`config.mk`:
```
export PLATFORM = sky130hd
export DESIGN_NAME = pel_top
export DESIGN_NICKNAME = d
export VERILOG_FILES = /design/src/hw/pel_pkg.sv /design/src/hw/pel_sync.sv /design/src/hw/pel_dead.sv /design/src/hw/pel_top.sv
export VERILOG_INCLUDE_DIRS = /design/src /design/src/hw
export SDC_FILE = /design/constraint.sdc
export NUM_CORES = 1
export LEC_CHECK = 0
export BUFFER_PORTS_ARGS = -buffer_cell sky130_fd_sc_hd__buf_4
export CAP_MARGIN = 20
export CORE_MARGIN = 2
export CORE_UTILIZATION = 60
export DETAILED_ROUTE_END_ITERATION = 10
export PLACE_DENSITY = 0.79
export RECOVER_POWER = 100
export SLEW_MARGIN = 20
export SYNTH_ARGS = -nofsm -noshare
export SYNTH_HDL_FRONTEND = slang
export SYNTH_HIERARCHICAL = 1
export SYNTH_SLANG_ARGS = --single-unit
```
`constraint.sdc`:
```
create_clock -name mclk -period 3.6 [get_ports mclk]
set_input_delay 0.18 -clock mclk [delete_from_list [all_inputs] [get_ports mclk]]
set_output_delay 0.18 -clock mclk [all_outputs]
set_load 0.02 [all_outputs]
```
`src/hw/pel_params.svh`:
```
// Purpose: Constants for the PWM enable, fault and lock block.
// Assumes: Byte-wide registers on a plain register port.
// Notes:   Offsets are byte addresses of the register port.
`ifndef PEL_PARAMS_SVH
`define PEL_PARAMS_SVH
`define PEL_OFS_OVR        8'hb7
`define PEL_OFS_EN         8'hcf
`define PEL_OFS_CTRL       8'hd2
`define PEL_OFS_PERL       8'hd3
`define PEL_OFS_PERH       8'hd4
`define PEL_OFS_DUTL       8'hd5
`define PEL_OFS_DUTH       8'hd6
`define PEL_OFS_DEAD       8'hd7
`define PEL_OFS_LOCK       8'he7
`define PEL_OFS_IRQ_STAT   8'he8
`define PEL_OFS_IRQ_MASK   8'he9
`define PEL_UNLOCK_KEY     8'h55
`define PEL_EN_MASK        8'h49
`define PEL_BIT_FAULT_EN   6
`define PEL_BIT_COMP_EN    3
`define PEL_BIT_PRIM_EN    0
`define PEL_BIT_OVR        0
`define PEL_BIT_IE         7
`define PEL_BIT_IF         6
`define PEL_BIT_FAULT_STAT 4
`define PEL_BIT_FAULT_LVL  3
`define PEL_BIT_POL        2
`define PEL_CTRL_WMASK     8'h8f
`define PEL_CTRL_RMASK     8'hdf
`define PEL_IRQ_PERIOD     0
`define PEL_IRQ_FAULT      1
`define PEL_IRQ_MASK_W     8'h03
`define PEL_CNT_ZERO       12'h000
`define PEL_CNT_ONE        12'h001
`define PEL_DEAD_ZERO      8'h00
`define PEL_DEAD_ONE       8'h01
`define PEL_BYTE_ZERO      8'h00
`endif

```
`src/hw/pel_pkg.sv`:
```
// Purpose: Types shared by the PWM enable, fault and lock block.
// Assumes: Included constants header sets field positions.
// Notes:   Holds types only.
`default_nettype none
package pel_pkg;
   typedef logic [11:0] pel_cnt_t;
   // Register port request from software.
   typedef struct packed
   {
      logic [7:0] addr;
      logic [7:0] wdata;
      logic       wr;
      logic       rd;
   } pel_bus_s;
   // Pin drive towards the two output pads.
   typedef struct packed
   {
      logic prim_o;
      logic prim_oe;
      logic comp_o;
      logic comp_oe;
   } pel_pins_s;
endpackage
`default_nettype wire

```
`src/hw/pel_sync.sv`:
```
// Purpose: Two-flop synchroniser for the fault pin.
// Assumes: Input is asynchronous to mclk.
// Notes:   The first stage feeds only the second stage.
`timescale 1ns/1ps
`default_nettype none
module pel_sync
(
   input  wire logic mclk,
   input  wire logic rstn,
   input  wire logic din,
   output logic      dout
);
   logic [1:0] sync_reg;   // Stage 0 then stage 1.

   // ==========================================================
   // Synchroniser
   // Both stages reset low; the pin must settle two edges.
   always_ff @(posedge mclk)
   begin
      if (!rstn)
      begin
         sync_reg <= 2'b00;
      end
      else
      begin
         sync_reg <= {sync_reg[0], din};
      end
   end
   assign dout = sync_reg[1];
endmodule
`default_nettype wire

```
`src/hw/pel_dead.sv`:
```
// Purpose: Dead-time insertion for the primary and complementary outputs.
// Assumes: Raw waveform is high during the active (duty) part.
// Notes:   Both outputs stay off while the dead counter runs.
`timescale 1ns/1ps
`default_nettype none
`include "pel_params.svh"
module pel_dead
(
   input  wire logic       mclk,
   input  wire logic       rstn,
   input  wire logic       raw,
   input  wire logic [7:0] dead,
   output logic            prim_act,
   output logic            comp_act
);
   typedef struct packed
   {
      logic       last;
      logic [7:0] cnt;
      logic       prim;
      logic       comp;
   } pel_dead_s;
   pel_dead_s st_reg;   // Registered state.
   pel_dead_s st_next;  // Next state.

   // ==========================================================
   // Next state
   // Any edge of the raw waveform reloads the gap; the new side turns on
   // only once the gap has fully elapsed, so the two never overlap.
   always_comb
   begin
      st_next = st_reg;
      st_next.last = raw;
      if (raw != st_reg.last)
      begin
         st_next.cnt  = dead;
         st_next.prim = 1'b0;
         st_next.comp = 1'b0;
      end
      else if (st_reg.cnt > `PEL_DEAD_ONE)
      begin
         st_next.cnt = st_reg.cnt - `PEL_DEAD_ONE;
      end
      else
      begin
         st_next.cnt  = `PEL_DEAD_ZERO;
         st_next.prim = raw;
         st_next.comp = !raw;
      end
   end

   // Register the state.
   always_ff @(posedge mclk)
   begin
      if (!rstn)
      begin
         st_reg <= '0;
      end
      else
      begin
         st_reg <= st_next;
      end
   end
   assign prim_act = st_reg.prim;
   assign comp_act = st_reg.comp;
endmodule
`default_nettype wire

```
`src/hw/pel_top.sv`:
```
// Purpose: Enable, fault shutdown and write lock of a 12-bit PWM timer.
// Assumes: mclk at 20 MHz; one PWM count per prescaled clock tick.
// Notes:   Pins are driven only when the matching enable is set.
//
// Added by the designer: strobed register access.
`timescale 1ns/1ps
`default_nettype none
`include "pel_params.svh"
module pel_top
   import pel_pkg::*;
(
   input  wire logic           mclk,
   input  wire logic           rstn,
   input  wire pel_pkg::pel_bus_s bus,
   output logic [7:0]          rdata,
   input  wire logic           fault_pin,
   output pel_pkg::pel_pins_s  pins,
   output logic                irq
);
   import pel_pkg::*;

   typedef struct packed
   {
      logic [7:0] ovr;       // Output disable override register.
      logic [7:0] en;        // Module enable register.
      logic [7:0] ctrl;      // Control register (software copy).
      logic [7:0] ctrl_act;  // Control bits in use this period.
      pel_cnt_t   per;       // Period, software copy.
      pel_cnt_t   dut;       // Duty, software copy.
      pel_cnt_t   per_act;   // Period in use this period.
      pel_cnt_t   dut_act;   // Duty in use this period.
      logic [7:0] dead;      // Dead time in clocks.
      logic [7:0] lock;      // Write lock key.
      logic [1:0] stat;      // Sticky interrupt status.
      logic [1:0] mask;      // Interrupt mask.
      logic [3:0] pre;       // Prescaler.
      pel_cnt_t   cnt;       // Period counter.
      logic [7:0] rdata;     // Read data, one cycle after strobe.
   } pel_state_s;

   pel_state_s st_reg;       // Registered state.
   pel_state_s st_next;      // Next state.
   logic       fault_sync;   // Synchronised fault pin.
   logic       held_off;     // Outputs forced to the inactive level.
   logic       raw;          // Raw waveform, high in duty time.
   logic       prim_act;     // Primary active after dead time.
   logic       comp_act;     // Complementary active after dead time.
   logic       fault_now;    // Enabled fault level present.
   logic       tick;         // Prescaled PWM clock tick.
   logic       wrap;         // Last count of a period.
   logic       unlocked;     // Lock holds the key.
   logic       pol;          // Active level select in use.

   // Write strobe to one address.
   function automatic logic hit(input pel_bus_s b, input logic [7:0] a);
      hit = b.wr && (b.addr == a);
   endfunction

   // ==========================================================
   // Fault input
   pel_sync u_sync
   (
      .mclk (mclk),
      .rstn (rstn),
      .din  (fault_pin),
      .dout (fault_sync)
   );

   // Level select picks the polarity; the enable gates it entirely.
   assign fault_now = st_reg.en[`PEL_BIT_FAULT_EN] &&
                      (fault_sync == st_reg.ctrl[`PEL_BIT_FAULT_LVL]);
   // A latched fault status keeps the outputs inactive after the pin recovers,
   // until software clears it, so a chattering sensor cannot re-arm them.
   assign held_off  = fault_now || st_reg.ctrl[`PEL_BIT_FAULT_STAT];
   assign unlocked  = (st_reg.lock == `PEL_UNLOCK_KEY);
   assign pol       = st_reg.ctrl_act[`PEL_BIT_POL];

   // ==========================================================
   // Counter and waveform
   // Prescaler divides by 2, 4, 8 or 16 per the clock select field.
   always_comb
   begin
      unique case (st_reg.ctrl_act[1:0])
         2'b00:   tick = st_reg.pre[0];
         2'b01:   tick = &st_reg.pre[1:0];
         2'b10:   tick = &st_reg.pre[2:0];
         2'b11:   tick = &st_reg.pre[3:0];
      endcase
   end
   assign wrap = tick && (st_reg.cnt >= st_reg.per_act - `PEL_CNT_ONE);
   // Zero period holds the output inactive; duty >= period holds active.
   assign raw  = (st_reg.per_act != `PEL_CNT_ZERO) &&
                 (st_reg.cnt < st_reg.dut_act);

   pel_dead u_dead
   (
      .mclk     (mclk),
      .rstn     (rstn),
      .raw      (raw),
      .dead     (st_reg.dead),
      .prim_act (prim_act),
      .comp_act (comp_act)
   );

   // ==========================================================
   // Pin drive
   // Fault gating is combinational so the outputs drop at once.
   always_comb
   begin
      pins.prim_o  = (prim_act && !held_off) ^ pol;
      pins.comp_o  = (comp_act && !held_off) ^ pol;
      pins.prim_oe = st_reg.en[`PEL_BIT_PRIM_EN] && !st_reg.ovr[`PEL_BIT_OVR];
      pins.comp_oe = st_reg.en[`PEL_BIT_COMP_EN] && !st_reg.ovr[`PEL_BIT_OVR];
   end

   // ==========================================================
   // Next state
   always_comb
   begin
      st_next = st_reg;
      st_next.pre = st_reg.pre + 4'h1;
      // The timer counts whenever the primary enable is set, even under override.
      if (st_reg.en[`PEL_BIT_PRIM_EN] && tick)
      begin
         st_next.cnt = wrap ? `PEL_CNT_ZERO : st_reg.cnt + `PEL_CNT_ONE;
      end
      // Shadow copies load at a period boundary, or at once while idle.
      if (wrap || !st_reg.en[`PEL_BIT_PRIM_EN])
      begin
         st_next.per_act  = st_reg.per;
         st_next.dut_act  = st_reg.dut;
         st_next.ctrl_act = st_reg.ctrl;
      end
      // Software writes; protected ones dropped without trace.
      if (unlocked)
      begin
         if (hit(bus, `PEL_OFS_EN))   st_next.en   = bus.wdata & `PEL_EN_MASK;
         if (hit(bus, `PEL_OFS_OVR))  st_next.ovr  = {7'h00, bus.wdata[`PEL_BIT_OVR]};
         if (hit(bus, `PEL_OFS_PERL)) st_next.per[7:0]  = bus.wdata;
         if (hit(bus, `PEL_OFS_PERH)) st_next.per[11:8] = bus.wdata[3:0];
         if (hit(bus, `PEL_OFS_DUTL)) st_next.dut[7:0]  = bus.wdata;
         if (hit(bus, `PEL_OFS_DUTH)) st_next.dut[11:8] = bus.wdata[3:0];
         if (hit(bus, `PEL_OFS_DEAD)) st_next.dead = bus.wdata;
         if (hit(bus, `PEL_OFS_CTRL))
         begin
            st_next.ctrl = (st_reg.ctrl & ~`PEL_CTRL_WMASK) | (bus.wdata & `PEL_CTRL_WMASK);
            // Flags only clear by writing zero; a held fault wins.
            if (!bus.wdata[`PEL_BIT_IF])   st_next.ctrl[`PEL_BIT_IF]   = 1'b0;
            if (!bus.wdata[`PEL_BIT_FAULT_STAT]) st_next.ctrl[`PEL_BIT_FAULT_STAT] = 1'b0;
         end
      end
      if (hit(bus, `PEL_OFS_LOCK))     st_next.lock = bus.wdata;
      if (hit(bus, `PEL_OFS_IRQ_MASK)) st_next.mask = bus.wdata[1:0];
      if (hit(bus, `PEL_OFS_IRQ_STAT)) st_next.stat = st_reg.stat & ~bus.wdata[1:0];
      // Hardware set wins over any clear in the same cycle.
      if (wrap && st_reg.en[`PEL_BIT_PRIM_EN])
      begin
         st_next.ctrl[`PEL_BIT_IF]        = 1'b1;
         st_next.stat[`PEL_IRQ_PERIOD]    = 1'b1;
      end
      if (fault_now)
      begin
         st_next.ctrl[`PEL_BIT_FAULT_STAT] = 1'b1;
         st_next.stat[`PEL_IRQ_FAULT]     = 1'b1;
      end
      // Read data for the cycle after the strobe.
      st_next.rdata = `PEL_BYTE_ZERO;
      if (bus.rd)
      begin
         unique case (bus.addr)
            `PEL_OFS_OVR:      st_next.rdata = st_reg.ovr;
            `PEL_OFS_EN:       st_next.rdata = st_reg.en;
            `PEL_OFS_CTRL:     st_next.rdata = st_reg.ctrl & `PEL_CTRL_RMASK;
            `PEL_OFS_PERL:     st_next.rdata = st_reg.per[7:0];
            `PEL_OFS_PERH:     st_next.rdata = {4'h0, st_reg.per[11:8]};
            `PEL_OFS_DUTL:     st_next.rdata = st_reg.dut[7:0];
            `PEL_OFS_DUTH:     st_next.rdata = {4'h0, st_reg.dut[11:8]};
            `PEL_OFS_DEAD:     st_next.rdata = st_reg.dead;
            `PEL_OFS_LOCK:     st_next.rdata = st_reg.lock;
            `PEL_OFS_IRQ_STAT: st_next.rdata = {6'h00, st_reg.stat};
            `PEL_OFS_IRQ_MASK: st_next.rdata = {6'h00, st_reg.mask};
            default:           st_next.rdata = `PEL_BYTE_ZERO;
         endcase
      end
   end

   // ==========================================================
   // State register
   always_ff @(posedge mclk)
   begin
      if (!rstn)
      begin
         st_reg <= '0;
      end
      else
      begin
         st_reg <= st_next;
      end
   end

   assign rdata = st_reg.rdata;
   assign irq   = |(st_reg.stat & st_reg.mask);
endmodule
`default_nettype wire

```
==> results.yml <==
critical_path:
  endpoint_kind: "flop"
  critPathMaxFanout: 10
  cp.arrival_ns: 3.90
  critPathKind: "in2reg"
  worst_setup_path_start_kind: "input pin"
  required_ns: 4.07
drt:
  drt_wl_total_mm: 14.68
  drt-initial-drc-count: 369
  wl_met2_mm: 7.215
  drt-met1-wl_mm: 6.175
  vias: 5090
  first_pass_iters: 6
  topRoutingLayerUsed: "met4"
  post_drt_wl_per_cell_um: 16.72
  ant_nets: 0
  via_per_inst: 5.797
  drcViolationCount: 0
  wl_met3_um: 787
synth:
  synth_edf_count: 0
  synth_area_leaders: "dfxtp_1 (39%), mux2i_1 (6.3%), ha_1 (6.1%), nand3_1 (5.4%), nand2_1 (5.2%)"
  synth-seq-cells: 119
  netlist.area_leader.share_pct: 38.64
  synthTopCellsByCount: "dfxtp_1 (119), nand2_1 (85), nand3_1 (66)"
  ys_warn_count: 6
  async_flop_share_pct: 0
  synth.net_count: 756
  synth_flop_cell: "dfxtp_1"
  synth.distinct_cells: 61
  synth_cells: 705
  ys_seq_area_share_pct: 38.64
  yosysTopAreaCell: "dfxtp_1"
  syn_area_mm2: 0.006166
  synthMostInstantiatedCell: "dfxtp_1"
  synth_area_per_cell_um2: 8.746
layout:
  nFillCells: 797
  seqCellArea_mm2: 0.002382
  fin_cells: 878
  largest_reg_flops: 97
  drive_gt1_share_pct: 9.164
  final_util_pct: 69.27
  antenna_cells: 0
  stdcell_area_mm2: 0.007023
  syn2layout_area_growth_pct: 13.90
  finalNetCount: 780
  multi_input_area_mm2: 0.003426
pwr:
  peakVddDrop_mv: 0.6167
  p_leak_nw: 2.631
  powerDensity_mw_per_mm2: 521.8
  total_power_mw: 3.664
clock_tree:
  cts_made_buffers: 17
  h-tree-depth: 4
  cts.clk_slew.worst_paths_ns: 0.06
  cts_tree: "built"
  postCtsSetupBuffers: 0
  cts_root_buf: "clkbuf_8"
  clock_path_buffers: 2
  cts_sinks: 119
  clock_latency_ns: 0.53
sta:
  timing.slew.headroom_pct: -11.90
  whs_ns: 0.02225
  clock.fmax_ghz: 0.2915
  setup_viol: 0
  fin_crit_sh_pct: 95.28
  finalMaxSlewViolations: 110
  skew_ns: 0.008222
  fin_crit_ns: 3.430
  hold_viol: 0
  tightest_slew_ns: 1.679
  rsz0062_at_grt: "no"
  tns_ns: 0
  setup_ws_ns: 0.1699
placed_design:
  gp_congestion: 0.8727
  dp_cells: 834
  dp_hpwl_mm: 10.14
  place_area_mm2: 0.006411
  io_buffers: 33
  pre_cts_slack_ns: 0.3985
global_routing:
  grt_overflow: 0
  track_usage_pct: 27.81
  grt_pass1_vias: 5095
  antenna_found_initial: 0
  grt_max_degree: 101
  grt_pass1_wl_mm: 24.25
hold_path:
  hold_class: "in2reg"
run:
  cap_violations: 2
floorplanning:
  die_h_um: 105.4
  die-area_mm2: 0.01110
  chipWidth_um: 105.4
  coreArea_mm2: 0.01014
  num_io_pins: 34
  start_util_pct: 60.82
  rows: 37
status:
  violations: "max-capacitance violations, max-slew violations"
  status: "complete, but fails checks"
## where the power goes
part           total, mW  leakage, nW  switching (mW)  internal, mW
Sequential          1.42        0.961          0.0533          1.37
Combinational      0.472         1.37           0.264         0.208
Clock               1.77        0.298           0.621          1.15
## cell families after synthesis
group / count (synthesis) / synth area share (%)
and+or+nand+nor: 298 / 26.08
DFF: 119 / 38.64
AOI/OAI and AO/OA: 118 / 12.97
buffers and inverters: 67 / 4.870
muxes: 41 / 6.696
xor gates and xnor gates: 32 / 4.667
adders and majority gates: 30 / 6.088
## routing by layer
metal	vias to the layer above	global-route usage, %
met5	-	0
met4	0	13.81
met3	43	7.359
met2	158	47.24
met1	2386	32.27
li1	2503	-
## layout by cell type, fill, tap and decap left out, drive strengths merged, types with 3 or more instances in the layout
cell type	n
nand2b	4
a21o	7
bufinv	4
dfxtp	119
or2	3
and2	12
clkbuf	39
a31oi	6
clkinv	4
nand2	88
nand3	67
xnor2	16
a21boi	25
nor4	7
a21oi	15
nor2b	43
nor3b	6
ha	30
mux2i	39
buf	23
o21ai	39
inv	22
a22oi	11
nor2	31
nand3b	7
dlygate4sd3	12
and3	3
nor3	12
a222oi	4
xor2	16
nand4	5
## worst max-delay path: stages
cell	delay [ns]
dlygate4sd3_1	0.52
clkbuf_1	0.38
nand2_2	0.15
or4b_1	0.56
nor3b_1	0.82
a311o_2	0.27
o311ai_4	0.16
a31oi_1	0.27
dlygate4sd3_1	0.57
## layout make-up
cell class                      instances  share of cell area [%]
Sequential cell                       119                   33.92
Tap cell                              136                   2.423
Multi-Input combinational cell        519                   48.78
Clock buffer                           22                   6.307
Timing Repair Buffer                   52                   5.095
Clock inverter                         10                   2.405
Inverter                               20                   1.069
## final timing paths
path	start	end	slack [ns]	cells past startpoint
setup / recovery	bus[11]	rdata[1]	0.17	9
hold / removal	bus[1]	st_reg[29]	0.02	3
setup reg to reg	st_reg[13]	u_dead/st_reg[9]	0.43	12
hold reg to reg	u_sync/sync_reg[0]	u_sync/sync_reg[1]	0.45	1
## repair_timing
| action | CTS | global route |
|---|---|---|
| gates resized for setup | 0 | 1 |
| hold buffers | 12 | 0 |
| endpoints found under the setup margin | 0 | 10 |
| hold endpoints to repair | 38 | 0 |
Note: power is estimated with default switching activity, not from simulation.
